$ cat config.mk
export PLATFORM = sky130hd
export DESIGN_NAME = mlis_link_init
export DESIGN_NICKNAME = d
export VERILOG_FILES = /design/src/inc/mlis_pkg.sv /design/src/rtl/mlis_gap_counter.sv /design/src/rtl/mlis_link_init.sv
export SDC_FILE = /design/constraint.sdc
export NUM_CORES = 1
export LEC_CHECK = 0
export BUFFER_PORTS_ARGS = -buffer_cell sky130_fd_sc_hd__buf_2
export CAP_MARGIN = 0
export CORE_UTILIZATION = 35
export CTS_CLUSTER_DIAMETER = 60
export DETAILED_ROUTE_END_ITERATION = 12
export REMOVE_ABC_BUFFERS = 1
export SETUP_SLACK_MARGIN = 0.1
export SLEW_MARGIN = 20
export SYNTH_ARGS = -nofsm -noshare
export SYNTH_HDL_FRONTEND = slang
export SYNTH_HIERARCHICAL = 1
export SYNTH_SLANG_ARGS = --single-unit
$ cat constraint.sdc
create_clock -name SYS_CLK -period 4.56 [get_ports SYS_CLK]
set_input_delay 0.456 -clock SYS_CLK [delete_from_list [all_inputs] [get_ports SYS_CLK]]
set_output_delay 0.456 -clock SYS_CLK [all_outputs]
set_load 0.02 [all_outputs]
$ cat src/inc/mlis_pkg.sv
// Package with states, character codes and timing constants for link bring-up.
package mlis_pkg;

  typedef enum logic [2:0] {
    ST_QUIET,
    ST_LISTEN,
    ST_PROBE,
    ST_WIDE,
    ST_NARROW_PRI,
    ST_NARROW_ALT
  } mlis_init_e;

  typedef enum logic [1:0] {
    SU_IDLE,
    SU_SEEK_PARTNER,
    SU_CONFIRM,
    SU_NORMAL
  } mlis_start_e;

  localparam int          LANES          = 4;
  localparam int          QUIET_US       = 50;
  localparam int          CLK_MHZ        = 200;
  localparam int          QUIET_CYC      = QUIET_US * CLK_MHZ;
  localparam int          PROBE_US       = 30;
  localparam int          PROBE_CYC      = PROBE_US * CLK_MHZ;
  localparam int          STATUS_GAP     = 1024;
  localparam logic [4:0]  MIN_TX_STATUS  = 5'h0_00F;
  localparam logic [2:0]  MIN_RX_STATUS  = 3'h0_6;
  localparam logic [7:0]  CHAR_IDLE_K    = 8'h0_0BC;
  localparam logic [7:0]  CHAR_PLAIN_K   = 8'h0_01C;
  localparam logic [7:0]  CHAR_FRAME_K   = 8'h0_07C;
  localparam logic [10:0] GAP_ONE_LANE   = 11'h0_001;
  localparam logic [10:0] GAP_FOUR_LANE  = 11'h0_004;
  localparam logic [1:0]  LANE_PRI       = 2'h0_0;
  localparam logic [1:0]  LANE_ALT       = 2'h0_2;

endpackage

$ cat src/rtl/mlis_gap_counter.sv
// Code-group interval counter that raises a due flag every 1024 groups sent.
`timescale 1ns/1ps
module mlis_gap_counter
  import mlis_pkg::*;
(
  input  wire logic        clk,      // System clock.
  input  wire logic        nrst,     // Asynchronous active low reset.
  input  wire logic        clear,    // Restarts the interval.
  input  wire logic [10:0] step,     // Code-groups sent this cycle.
  output logic             due       // Interval reached.
);

  logic [11:0] count_r;

  // The step is the aggregate across active lanes, so a wide link counts four per cycle.
  always_ff @(posedge clk or negedge nrst) begin
    if (!nrst) begin
      count_r <= '0;
    end else if (clear) begin
      // The symbol's own cycle already counts toward the next interval.
      count_r <= {1'b0, step};
    end else if (!due) begin
      count_r <= count_r + {1'b0, step};
    end
  end

  assign due = (count_r >= 12'(STATUS_GAP));

endmodule

$ cat src/rtl/mlis_link_init.sv
// Link initialization state machine and status-symbol startup handshake.
`timescale 1ns/1ps
module mlis_link_init
  import mlis_pkg::*;
#(
  parameter int QUIET_CYCLES = QUIET_CYC,   // Quiet-period length in clocks.
  parameter int PROBE_CYCLES = PROBE_CYC    // Probe-window length in clocks.
)
(
  input  wire logic       SYS_CLK,           // 200 MHz character clock.
  input  wire logic       NRST,              // Asynchronous active low reset.
  input  wire logic [3:0] LANE_LOCK,         // Per-lane code-group lock.
  input  wire logic       LANES_DESKEWED,    // All four lanes aligned.
  input  wire logic       RESTART_REQ,       // Restart-link request.
  input  wire logic       SINGLE_LANE_REQ,   // Force single-lane operation.
  input  wire logic       ALT_LANE_PREF,     // Prefer lane 2 in forced single-lane mode.
  input  wire logic       RX_STATUS_OK,      // Error-free status symbol received.
  input  wire logic       RX_ERROR,          // Receive error detected.
  input  wire logic       PKT_REQ,           // Packet wants to start.
  input  wire logic       ACK_REQ,           // Acknowledge symbol pending.
  input  wire logic       RESP_REQ,          // Response packet is ready.
  input  wire logic       CSYM_REQ,          // Other non-status symbol pending.
  input  wire logic       CSYM_IS_FRAME,     // Pending symbol delimits a packet.
  input  wire logic       CSYM_HAS_BUF,      // Pending symbol carries buffer status.
  output logic [3:0]      LANE_DRV_EN,       // Lane output driver enables.
  output logic            LINK_UP,           // Port initialized.
  output logic            WIDE_MODE,         // Running on four lanes.
  output logic            ALT_LANE_SEL,      // Receive on lane 2.
  output logic            NORMAL_OP,         // Startup handshake finished.
  output logic [7:0]      TX_CHAR,           // Character to stripe and encode.
  output logic            TX_CHAR_K,         // Character is special.
  output logic            TX_STATUS_SYM,     // Status symbol starts this cycle.
  output logic            TX_CSYM_GNT,       // Pending symbol sent this cycle.
  output logic            TX_ACK_GNT,        // Acknowledge sent this cycle.
  output logic            TX_PKT_GNT,        // Packet may start this cycle.
  output logic            TX_RESP_GNT        // Response may start this cycle.
);

  mlis_init_e  state_r;
  mlis_init_e  state_nxt;
  mlis_start_e su_r;
  logic [31:0] timer_r;
  logic        timer_done;
  logic        first_lock_alt_r;
  logic        lock_pri;
  logic        lock_alt;
  logic        link_up_nxt;
  logic [4:0]  tx_cnt_r;
  logic [2:0]  rx_cnt_r;
  logic        ack_sent_r;
  logic        gap_due;
  logic        gap_clear;
  logic [10:0] gap_step;
  logic        send_status;
  logic        send_csym;
  logic        send_ack;
  logic        allow_pkt;

  assign lock_pri   = LANE_LOCK[LANE_PRI];
  assign lock_alt   = LANE_LOCK[LANE_ALT];
  assign timer_done = (timer_r == 32'd0);

  always_comb begin
    state_nxt = state_r;
    case (state_r)
      ST_QUIET: begin
        if (timer_done) begin
          state_nxt = ST_LISTEN;
        end
      end
      ST_LISTEN: begin
        if (lock_pri || lock_alt) begin
          if (!SINGLE_LANE_REQ) begin
            state_nxt = ST_PROBE;
          end else if (ALT_LANE_PREF && lock_alt) begin
            state_nxt = ST_NARROW_ALT;
          end else if (lock_pri && lock_alt) begin
            state_nxt = first_lock_alt_r ? ST_NARROW_ALT : ST_NARROW_PRI;
          end else begin
            state_nxt = lock_pri ? ST_NARROW_PRI : ST_NARROW_ALT;
          end
        end
      end
      ST_PROBE: begin
        if (LANES_DESKEWED) begin
          state_nxt = ST_WIDE;
        end else if (!lock_pri && !lock_alt) begin
          state_nxt = ST_QUIET;
        end else if (timer_done) begin
          state_nxt = lock_pri ? ST_NARROW_PRI : ST_NARROW_ALT;
        end
      end
      ST_WIDE: begin
        if (!LANES_DESKEWED) begin
          state_nxt = (!lock_pri && !lock_alt) ? ST_QUIET : ST_PROBE;
        end
      end
      ST_NARROW_PRI: begin
        if (!lock_pri) begin
          state_nxt = ST_QUIET;
        end
      end
      ST_NARROW_ALT: begin
        if (!lock_alt) begin
          state_nxt = ST_QUIET;
        end
      end
      default: begin
        state_nxt = ST_QUIET;
      end
    endcase
    if (RESTART_REQ) begin
      state_nxt = ST_QUIET;
    end
  end

  always_ff @(posedge SYS_CLK or negedge NRST) begin
    if (!NRST) begin
      state_r <= ST_QUIET;
    end else begin
      state_r <= state_nxt;
    end
  end

  // The timer reloads on each entry to quiet or probe and counts down to zero.
  always_ff @(posedge SYS_CLK or negedge NRST) begin
    if (!NRST) begin
      timer_r <= 32'(QUIET_CYCLES);
    end else if (state_nxt == ST_QUIET && (state_r != ST_QUIET || RESTART_REQ)) begin
      timer_r <= 32'(QUIET_CYCLES);
    end else if (state_nxt == ST_PROBE && state_r != ST_PROBE) begin
      timer_r <= 32'(PROBE_CYCLES);
    end else if (!timer_done) begin
      timer_r <= timer_r - 32'd1;
    end
  end

  // Remember which candidate lane locked first while listening.
  always_ff @(posedge SYS_CLK or negedge NRST) begin
    if (!NRST) begin
      first_lock_alt_r <= 1'b0;
    end else if (state_r != ST_LISTEN) begin
      first_lock_alt_r <= 1'b0;
    end else if (lock_alt && !lock_pri) begin
      first_lock_alt_r <= 1'b1;
    end
  end

  always_ff @(posedge SYS_CLK or negedge NRST) begin
    if (!NRST) begin
      LANE_DRV_EN  <= 4'h0_0;
      WIDE_MODE    <= 1'b0;
      ALT_LANE_SEL <= 1'b0;
    end else begin
      case (state_nxt)
        ST_QUIET:      LANE_DRV_EN <= 4'h0_0;
        ST_LISTEN:     LANE_DRV_EN <= 4'h0_5;
        default:       LANE_DRV_EN <= 4'h0_F;
      endcase
      WIDE_MODE    <= (state_nxt == ST_WIDE);
      ALT_LANE_SEL <= (state_nxt == ST_NARROW_ALT);
    end
  end

  assign link_up_nxt = (state_nxt == ST_WIDE) || (state_nxt == ST_NARROW_PRI)
                       || (state_nxt == ST_NARROW_ALT);

  always_ff @(posedge SYS_CLK or negedge NRST) begin
    if (!NRST) begin
      LINK_UP <= 1'b0;
    end else begin
      LINK_UP <= link_up_nxt;
    end
  end

  // Startup handshake: seek a partner status symbol, then count both directions.
  always_ff @(posedge SYS_CLK or negedge NRST) begin
    if (!NRST) begin
      su_r     <= SU_IDLE;
      tx_cnt_r <= '0;
      rx_cnt_r <= '0;
    end else if (!LINK_UP) begin
      su_r     <= SU_IDLE;
      tx_cnt_r <= '0;
      rx_cnt_r <= '0;
    end else begin
      case (su_r)
        SU_IDLE: begin
          su_r <= SU_SEEK_PARTNER;
        end
        SU_SEEK_PARTNER: begin
          if (RX_STATUS_OK && !RX_ERROR) begin
            su_r <= SU_CONFIRM;
          end
        end
        SU_CONFIRM: begin
          if (send_status && tx_cnt_r != MIN_TX_STATUS) begin
            tx_cnt_r <= tx_cnt_r + 5'd1;
          end
          if (RX_ERROR) begin
            rx_cnt_r <= '0;
          end else if (RX_STATUS_OK && rx_cnt_r != MIN_RX_STATUS) begin
            rx_cnt_r <= rx_cnt_r + 3'd1;
          end
          if (tx_cnt_r == MIN_TX_STATUS && rx_cnt_r == MIN_RX_STATUS) begin
            su_r <= SU_NORMAL;
          end
        end
        SU_NORMAL: begin
          su_r <= SU_NORMAL;
        end
        default: begin
          su_r <= SU_IDLE;
        end
      endcase
    end
  end

  // The interval is counted in aggregate code-groups, four per clock on a wide link.
  assign gap_step  = WIDE_MODE ? GAP_FOUR_LANE : GAP_ONE_LANE;
  assign gap_clear = !LINK_UP || send_status || (send_csym && CSYM_HAS_BUF);

  mlis_gap_counter u_gap (
    .clk   (SYS_CLK),
    .nrst  (NRST),
    .clear (gap_clear),
    .step  (gap_step),
    .due   (gap_due)
  );

  // Transmit arbitration; symbols only ever leave once link-up stands.
  always_comb begin
    send_status = 1'b0;
    send_csym   = 1'b0;
    send_ack    = 1'b0;
    allow_pkt   = 1'b0;
    if (LINK_UP && link_up_nxt) begin
      case (su_r)
        SU_SEEK_PARTNER: send_status = gap_due;
        SU_CONFIRM:      send_status = (tx_cnt_r != MIN_TX_STATUS);
        SU_NORMAL: begin
          if (ACK_REQ) begin
            send_ack = 1'b1;
          end else if (CSYM_REQ) begin
            send_csym = 1'b1;
          end else if (gap_due) begin
            send_status = 1'b1;
          end else begin
            allow_pkt = 1'b1;
          end
        end
        default: send_status = 1'b0;
      endcase
    end
  end

  // A response may only follow once its acknowledge has been sent.
  always_ff @(posedge SYS_CLK or negedge NRST) begin
    if (!NRST) begin
      ack_sent_r <= 1'b0;
    end else if (!LINK_UP) begin
      ack_sent_r <= 1'b0;
    end else if (send_ack) begin
      ack_sent_r <= 1'b1;
    end else if (allow_pkt && RESP_REQ) begin
      // Cleared at the grant decision so one acknowledge never frees two responses.
      ack_sent_r <= 1'b0;
    end
  end

  always_ff @(posedge SYS_CLK or negedge NRST) begin
    if (!NRST) begin
      TX_CHAR       <= CHAR_IDLE_K;
      TX_CHAR_K     <= 1'b1;
      TX_STATUS_SYM <= 1'b0;
      TX_CSYM_GNT   <= 1'b0;
      TX_ACK_GNT    <= 1'b0;
      TX_PKT_GNT    <= 1'b0;
      TX_RESP_GNT   <= 1'b0;
      NORMAL_OP     <= 1'b0;
    end else begin
      TX_CHAR_K     <= 1'b1;
      if (send_csym && CSYM_IS_FRAME) begin
        TX_CHAR <= CHAR_FRAME_K;
      end else if (send_csym || send_ack || send_status) begin
        TX_CHAR <= CHAR_PLAIN_K;
      end else begin
        TX_CHAR <= CHAR_IDLE_K;
      end
      TX_STATUS_SYM <= send_status;
      TX_CSYM_GNT   <= send_csym;
      TX_ACK_GNT    <= send_ack;
      TX_PKT_GNT    <= allow_pkt && PKT_REQ && !(RESP_REQ && ack_sent_r);
      TX_RESP_GNT   <= allow_pkt && RESP_REQ && ack_sent_r;
      NORMAL_OP     <= LINK_UP && link_up_nxt && (su_r == SU_NORMAL);
    end
  end

endmodule

==> results of run 1 <==
-- power by group through the flow --
stage | clock network, mW | registers [mW] | logic [mW]
4_1_cts | 0.831 | 0.682 | 0.171
5_1_grt | 0.860 | 0.684 | 0.195
3_3_place_gp | 0 | 0.692 | 0.168
2_1_floorplan | 0 | 0.690 | 0.126
6_report | 0.812 | 0.682 | 0.172
3_5_place_dp | 0 | 0.693 | 0.170
-- area by class of cell --
| class | instances | area (sq um) |
|---|---|---|
| fill | 1292 | 7500 |
| multi-input combinational | 354 | 2550 |
| sequential | 73 | 1840 |
| clock buffer | 10 | 229 |
| tap | 172 | 215 |
| timing repair buffer | 36 | 195 |
| clock inverter | 6 | 114 |
| inverter | 21 | 78.8 |
-- per-stage QoR --
step | hold slack [ps] | power, mW | setup slack [ps] | util [%]
after global placement | 501 | 0.860 | 906 | 38.3
after floorplan | 160 | 0.816 | 941 | -
after CTS | 309 | 1.68 | 839 | 41.0
after global routing | 361 | 1.74 | 598 | 41.0
final | 268 | 1.67 | 848 | 41.0
after detailed placement | 524 | 0.863 | 844 | 38.3
-- layer usage --
metal	share of wire, %	GRT usage (%)	wire [um]
met5	0	0	0
met4	1.6	4.22	148
met3	3.2	4.15	294
met2	47	23.4	4370
met1	48	20.5	4500
-- path summary, 6_finish.rpt --
path | from | end | slack, ps
setup / recovery | timer_r[0] | u_gap/count_r[4] | 850
hold / removal | NRST | u_gap/count_r[10] | 270
setup reg to reg | timer_r[0] | u_gap/count_r[4] | 850
hold reg to reg | first_lock_alt_r | first_lock_alt_r | 530
max in group asynchronous | NRST | timer_r[23] | 3710
min in group SYS_CLK | CSYM_IS_FRAME | TX_CHAR[5] | 390
-- flip-flops by register name, summed over array words and instances, names as in the netlist, 2 cells and up --
signal	flops
LANE_DRV_EN	2
u_gap/count_r	12
rx_cnt_r	3
su_r	2
state_r	3
tx_cnt_r	5
TX_CHAR	3
timer_r	32
-- cells in the final DEF (no fill, tap or decap), drive strengths merged, types with 15 or more instances in the layout --
cell type	netlist	routed
dfrtp	66	66
inv	21	22
xnor2	28	28
buf	19	36
a21oi	22	22
nand2	29	29
conb	2	24
nor3	34	34
nor2	34	34
o21ai	15	15
ha	16	16
-- cell families after synthesis --
group | count (synthesis)
AO/OA/AOI/OAI | 88
AND/OR/NAND/NOR | 182
buffers and inverters | 47
other | 2
XOR/XNOR | 33
adder cells (fa/ha/maj) | 17
multiplexers | 10
flip-flops | 73
-- worst reg2reg max path, cell delays in order, from the launching register on --
cell,delay (ps)
dfrtp_1,400
inv_1,90
ha_1,180
or3b_4,420
nor4_4,450
and4_4,330
o221ai_4,190
a21oi_2,430
a311o_1,510
buf_4,260
nor3b_1,70
a221o_1,280
==> flow_metrics.tcl, run 1 <==
set metrics [dict create \
    nNetsFinal 530 \
    path_class "reg2reg" \
    row_count 41 \
    swShare_pct 23.5 \
    synth_top_family_by_area "simple AND/OR/NAND/NOR gates" \
    synth_simple_gate_area_share_pct 24.9 \
    status "finished, final reports clean" \
    io_pins 40 \
    design_area_sq_um 5220 \
    critPathArrivalTime_ps 3930 \
    avgSynthCellArea_sq_um 10.2 \
    report.final.hold_viol_count 0 \
    drv_cap 0 \
    grt_max_degree 74 \
    synthXorXnorAreaFrac_pct 6.28 \
    cts_root_buf "clkbuf_16" \
    dp.final_hpwl_um 6570 \
    grt_pass1_vias 3194 \
    p_comb_share_pct 10.3 \
    post-route-period-util_pct 81.4 \
    internal-power_mw 1.27 \
    clkLatencyLatePin_ps 340 \
    slew_viol_final 0 \
    yosysWarnings 6 \
    drive_above_1_share_pct 22.8 \
    cts_tree "done" \
    htreeDepth 3 \
    numCtsBuffers 9 \
    yosys.area_share.adder_pct 4.79 \
    p_leak_nw 2.25 \
    cp-end-kind "flop" \
    synth-seq-cells 73 \
    synth-edff-count 0 \
    wl_per_cell_um 13.9 \
    critical_path_depth 11 \
    critical-path-top-delay-family "compound AO/OA/AOI/OAI gates" \
    placed_area_sq_um 4880 \
    cts-resized-gates 0 \
    p_per_area_nw_per_um2 319 \
    netlist.area_leader.share_pct 35.9 \
    p_sw_mw 0.392 \
    die_w_um 117 \
    ir_drop_uv 238 \
    antenna_found_initial 0 \
    cp_data_required_time_ps 4780 \
    critical_path.cell_chain "inv_1 -> ha_1 -> or3b_4 -> nor4_4 -> and4_4 -> o221ai_4 -> a21oi_2 -> a311o_1 -> buf_4 -> nor3b_1 -> a221o_1" \
    synth_common_cells "dfrtp_1 (66), nor2_1 (34), nand2_1 (29)" \
    clockBufferDepth 2 \
    grt_pass1_wl_um 15800 \
    hold_path.class "in2async" \
    synthDistinctLibCells 83 \
    globalRouteTotalUtil_pct 15.0 \
    worst-path-buf-inv 2 \
    synth_area_leader_cell "dfrtp_1" \
    die_h_um 117 \
    initial_core_util_pct 36.2 \
    detail-route-antenna-nets 0 \
    overflow 0 \
    reg2reg_depth 11 \
    worst_pin_slew_ps 929 \
    drt_iter0_markers 212 \
    wirelength_um 9310 \
    core-area_sq_um 12700 \
    synth_mux_area_share_pct 2.23 \
    io_buffers 31 \
    syn2layout_area_growth_pct 13.4 \
    synthArstFlopShare_pct 100 \
    rsz0062_at_grt "no" \
    ys_seq_area_share_pct 39.9 \
    ys_dominant_reg_cell "dfrtp_1" \
    fp.dieArea_sq_um 13600 \
    fin_crit_ps 3710 \
    seqPwrFrac_pct 40.9 \
    drc 0 \
    netlist_instances 452 \
    fmax_mhz 269 \
    vias 3393 \
    syn_area_sq_um 4600 \
    fin_worst_skew_ps 6.01 \
    cts_hold_buf 0 \
    yosysMostFrequentCell "dfrtp_1" \
    fin_cells 672 \
    cp_max_fo 12 \
    post_cts_buffers 0 \
    synth-compound-area-share_pct 15.4 \
    path_clk_slew_ps 60 \
    dp.cells 656 \
    place.gp.congestion 0.810 \
    relSlewSlack_pct 38.1 \
    slowest_stage "a311o_1" \
    finalSetupTns_ps 0 \
    slowest_delay_ps 510 \
    p_clk_share_pct 48.7 \
    dr.pass1.iters 4 \
    netlist_top_cells_area "dfrtp_1 (36%), xnor2_1 (5.3%), ha_1 (4.4%)" \
    setup_viol 0 \
    critPathLaunchType "flop" \
    antennaDiodeCount 0 \
    clock-sinks 73 \
    via_per_inst 5.05 \
]
No activity file was read; power rests on OpenSTA's default activity.
==> run 2, diff against run 1 <==
clock period = 3.8 ns   (was 4.56 ns; I/O delays follow)
==> flow_metrics.tcl, run 2 (synthesis results as in run 1) <==
set metrics [dict create \
    dr.pass1.iters 4 \
    dp.final_hpwl_um 6860 \
    largest_reg_flops 32 \
    reg2reg_slack_ps 400 \
    drv_cap 0 \
    drive_above_1_share_pct 23.8 \
    io_buffers 31 \
    worst-path-buf-inv 2 \
    relSlewSlack_pct 36.5 \
    wirelength_um 9610 \
    cts_hold_buf 0 \
    wl_per_cell_um 14.1 \
    numCtsBuffers 9 \
    path_clk_slew_ps 60 \
    grt-busiest-layer "met2" \
    critical-path-top-delay-family "simple AND/OR/NAND/NOR gates" \
    antennaDiodeCount 0 \
    use_met3_pct 3.94 \
    place.gp.congestion 0.813 \
    row_count 41 \
    globalRouteTotalUtil_pct 15.5 \
    p_per_area_nw_per_um2 357 \
    final_common_cell "dfrtp_1" \
    use_met2_pct 25.0 \
    clock-sinks 73 \
    final_core_util_pct 41.1 \
    die_w_um 117 \
    drc 0 \
    final_cell_mix "dfrtp_1 (66), nor2_1 (34), buf_2 (30), nand2_1 (29), xnor2_1 (28)" \
    largest-register "timer_r" \
    n_fill_cell 1294 \
    hold_path.class "in2async" \
    cp_max_fo 13 \
    via_per_inst 5.07 \
    grt_pass1_wl_um 16200 \
    clkLatencyLatePin_ps 340 \
    fmax_mhz 294 \
    p_leak_nw 2.28 \
    slew_viol_final 0 \
    fp.dieArea_sq_um 13600 \
    drt_iter0_markers 187 \
    critPathLaunchType "flop" \
    fin_crit_ps 3400 \
    finalSetupTns_ps 0 \
    antenna_found_initial 0 \
    overflow 0 \
    report.final.hold_viol_count 0 \
    nNetsFinal 539 \
    detail-route-antenna-nets 0 \
    critPathArrivalTime_ps 3680 \
    htreeDepth 3 \
    die_h_um 117 \
    grt_pass1_vias 3393 \
    path_class "reg2reg" \
    core-area_sq_um 12700 \
    ir_drop_uv 178 \
    slowest_delay_ps 520 \
    clockBufferDepth 2 \
    status "finished, final reports clean" \
    syn2layout_area_growth_pct 13.8 \
    cts_tree "done" \
    post-route-period-util_pct 89.5 \
    io_pins 40 \
    grt_max_degree 74 \
    fin_worst_skew_ps 5.17 \
    critical_path.cell_chain "inv_1 -> ha_1 -> or3b_4 -> nor4_4 -> nand3_4 -> o221ai_4 -> a211oi_1 -> a311o_1 -> buf_4 -> or4b_1 -> nand3_1" \
    vias 3454 \
    grt_util_met1_pct 19.7 \
    worst_pin_slew_ps 952 \
    setup_viol 0 \
    slowest_stage "or4b_1" \
    cp_data_required_time_ps 4080 \
    largest_registers "timer_r (32), u_gap/count_r (12), tx_cnt_r (5)" \
    cts_root_buf "clkbuf_16" \
    rsz0062_at_grt "no" \
    initial_core_util_pct 36.2 \
    cp-end-kind "flop" \
]
run 2: what timing repair did:
item	CTS	global route
buffers inserted	0	3
resized for setup	0	0
setup endpoints to repair	0	1
run 2: cell type report:
| type | count | area (sq um) | area share [%] |
|---|---|---|---|
| Clock buffer | 13 | 250 | 4.78 |
| Clock inverter | 3 | 40.0 | 0.765 |
| Inverter | 21 | 78.8 | 1.51 |
| Multi-Input combinational cell | 354 | 2550 | 48.8 |
| Sequential cell | 73 | 1840 | 35.1 |
| Tap cell | 172 | 215 | 4.11 |
| Timing Repair Buffer | 45 | 263 | 5.02 |
run 2: per-stage QoR:
step,cell area (sq um),hold slack [ps],setup slack (ps),power (mW),std cells
final,5240,186,401,1.87,681
after global routing,5240,275,201,1.96,681
after CTS,5210,232,268,1.90,678
after detailed placement,4920,528,286,1.04,662
after global placement,4920,507,348,1.03,662
after floorplan,4470,84.4,181,0.979,448
run 2: power breakdown:
group	switching (mW)	total, mW	internal [mW]
Combinational	0.120	0.207	0.0867
Clock	0.320	0.845	0.524
Sequential	0.0179	0.818	0.800
run 2: final timing paths:
path,start,to,depth (start not counted)
min reg2reg,u_gap/count_r[10],u_gap/count_r[11],1
max in group asynchronous,NRST,tx_cnt_r[0],1
max,timer_r[0],u_gap/count_r[7],11
min in group SYS_CLK,CSYM_IS_FRAME,TX_CHAR[5],2
min,NRST,TX_ACK_GNT,1
max reg2reg,timer_r[0],u_gap/count_r[7],11
run 2: metal layers:
layer	up-vias	wire length, um	part of all wire (%)
met1	1685	4600	48
met4	0	159	1.7
met2	42	4530	47
li1	1716	-	-
met3	11	323	3.4
met5	-	0	0
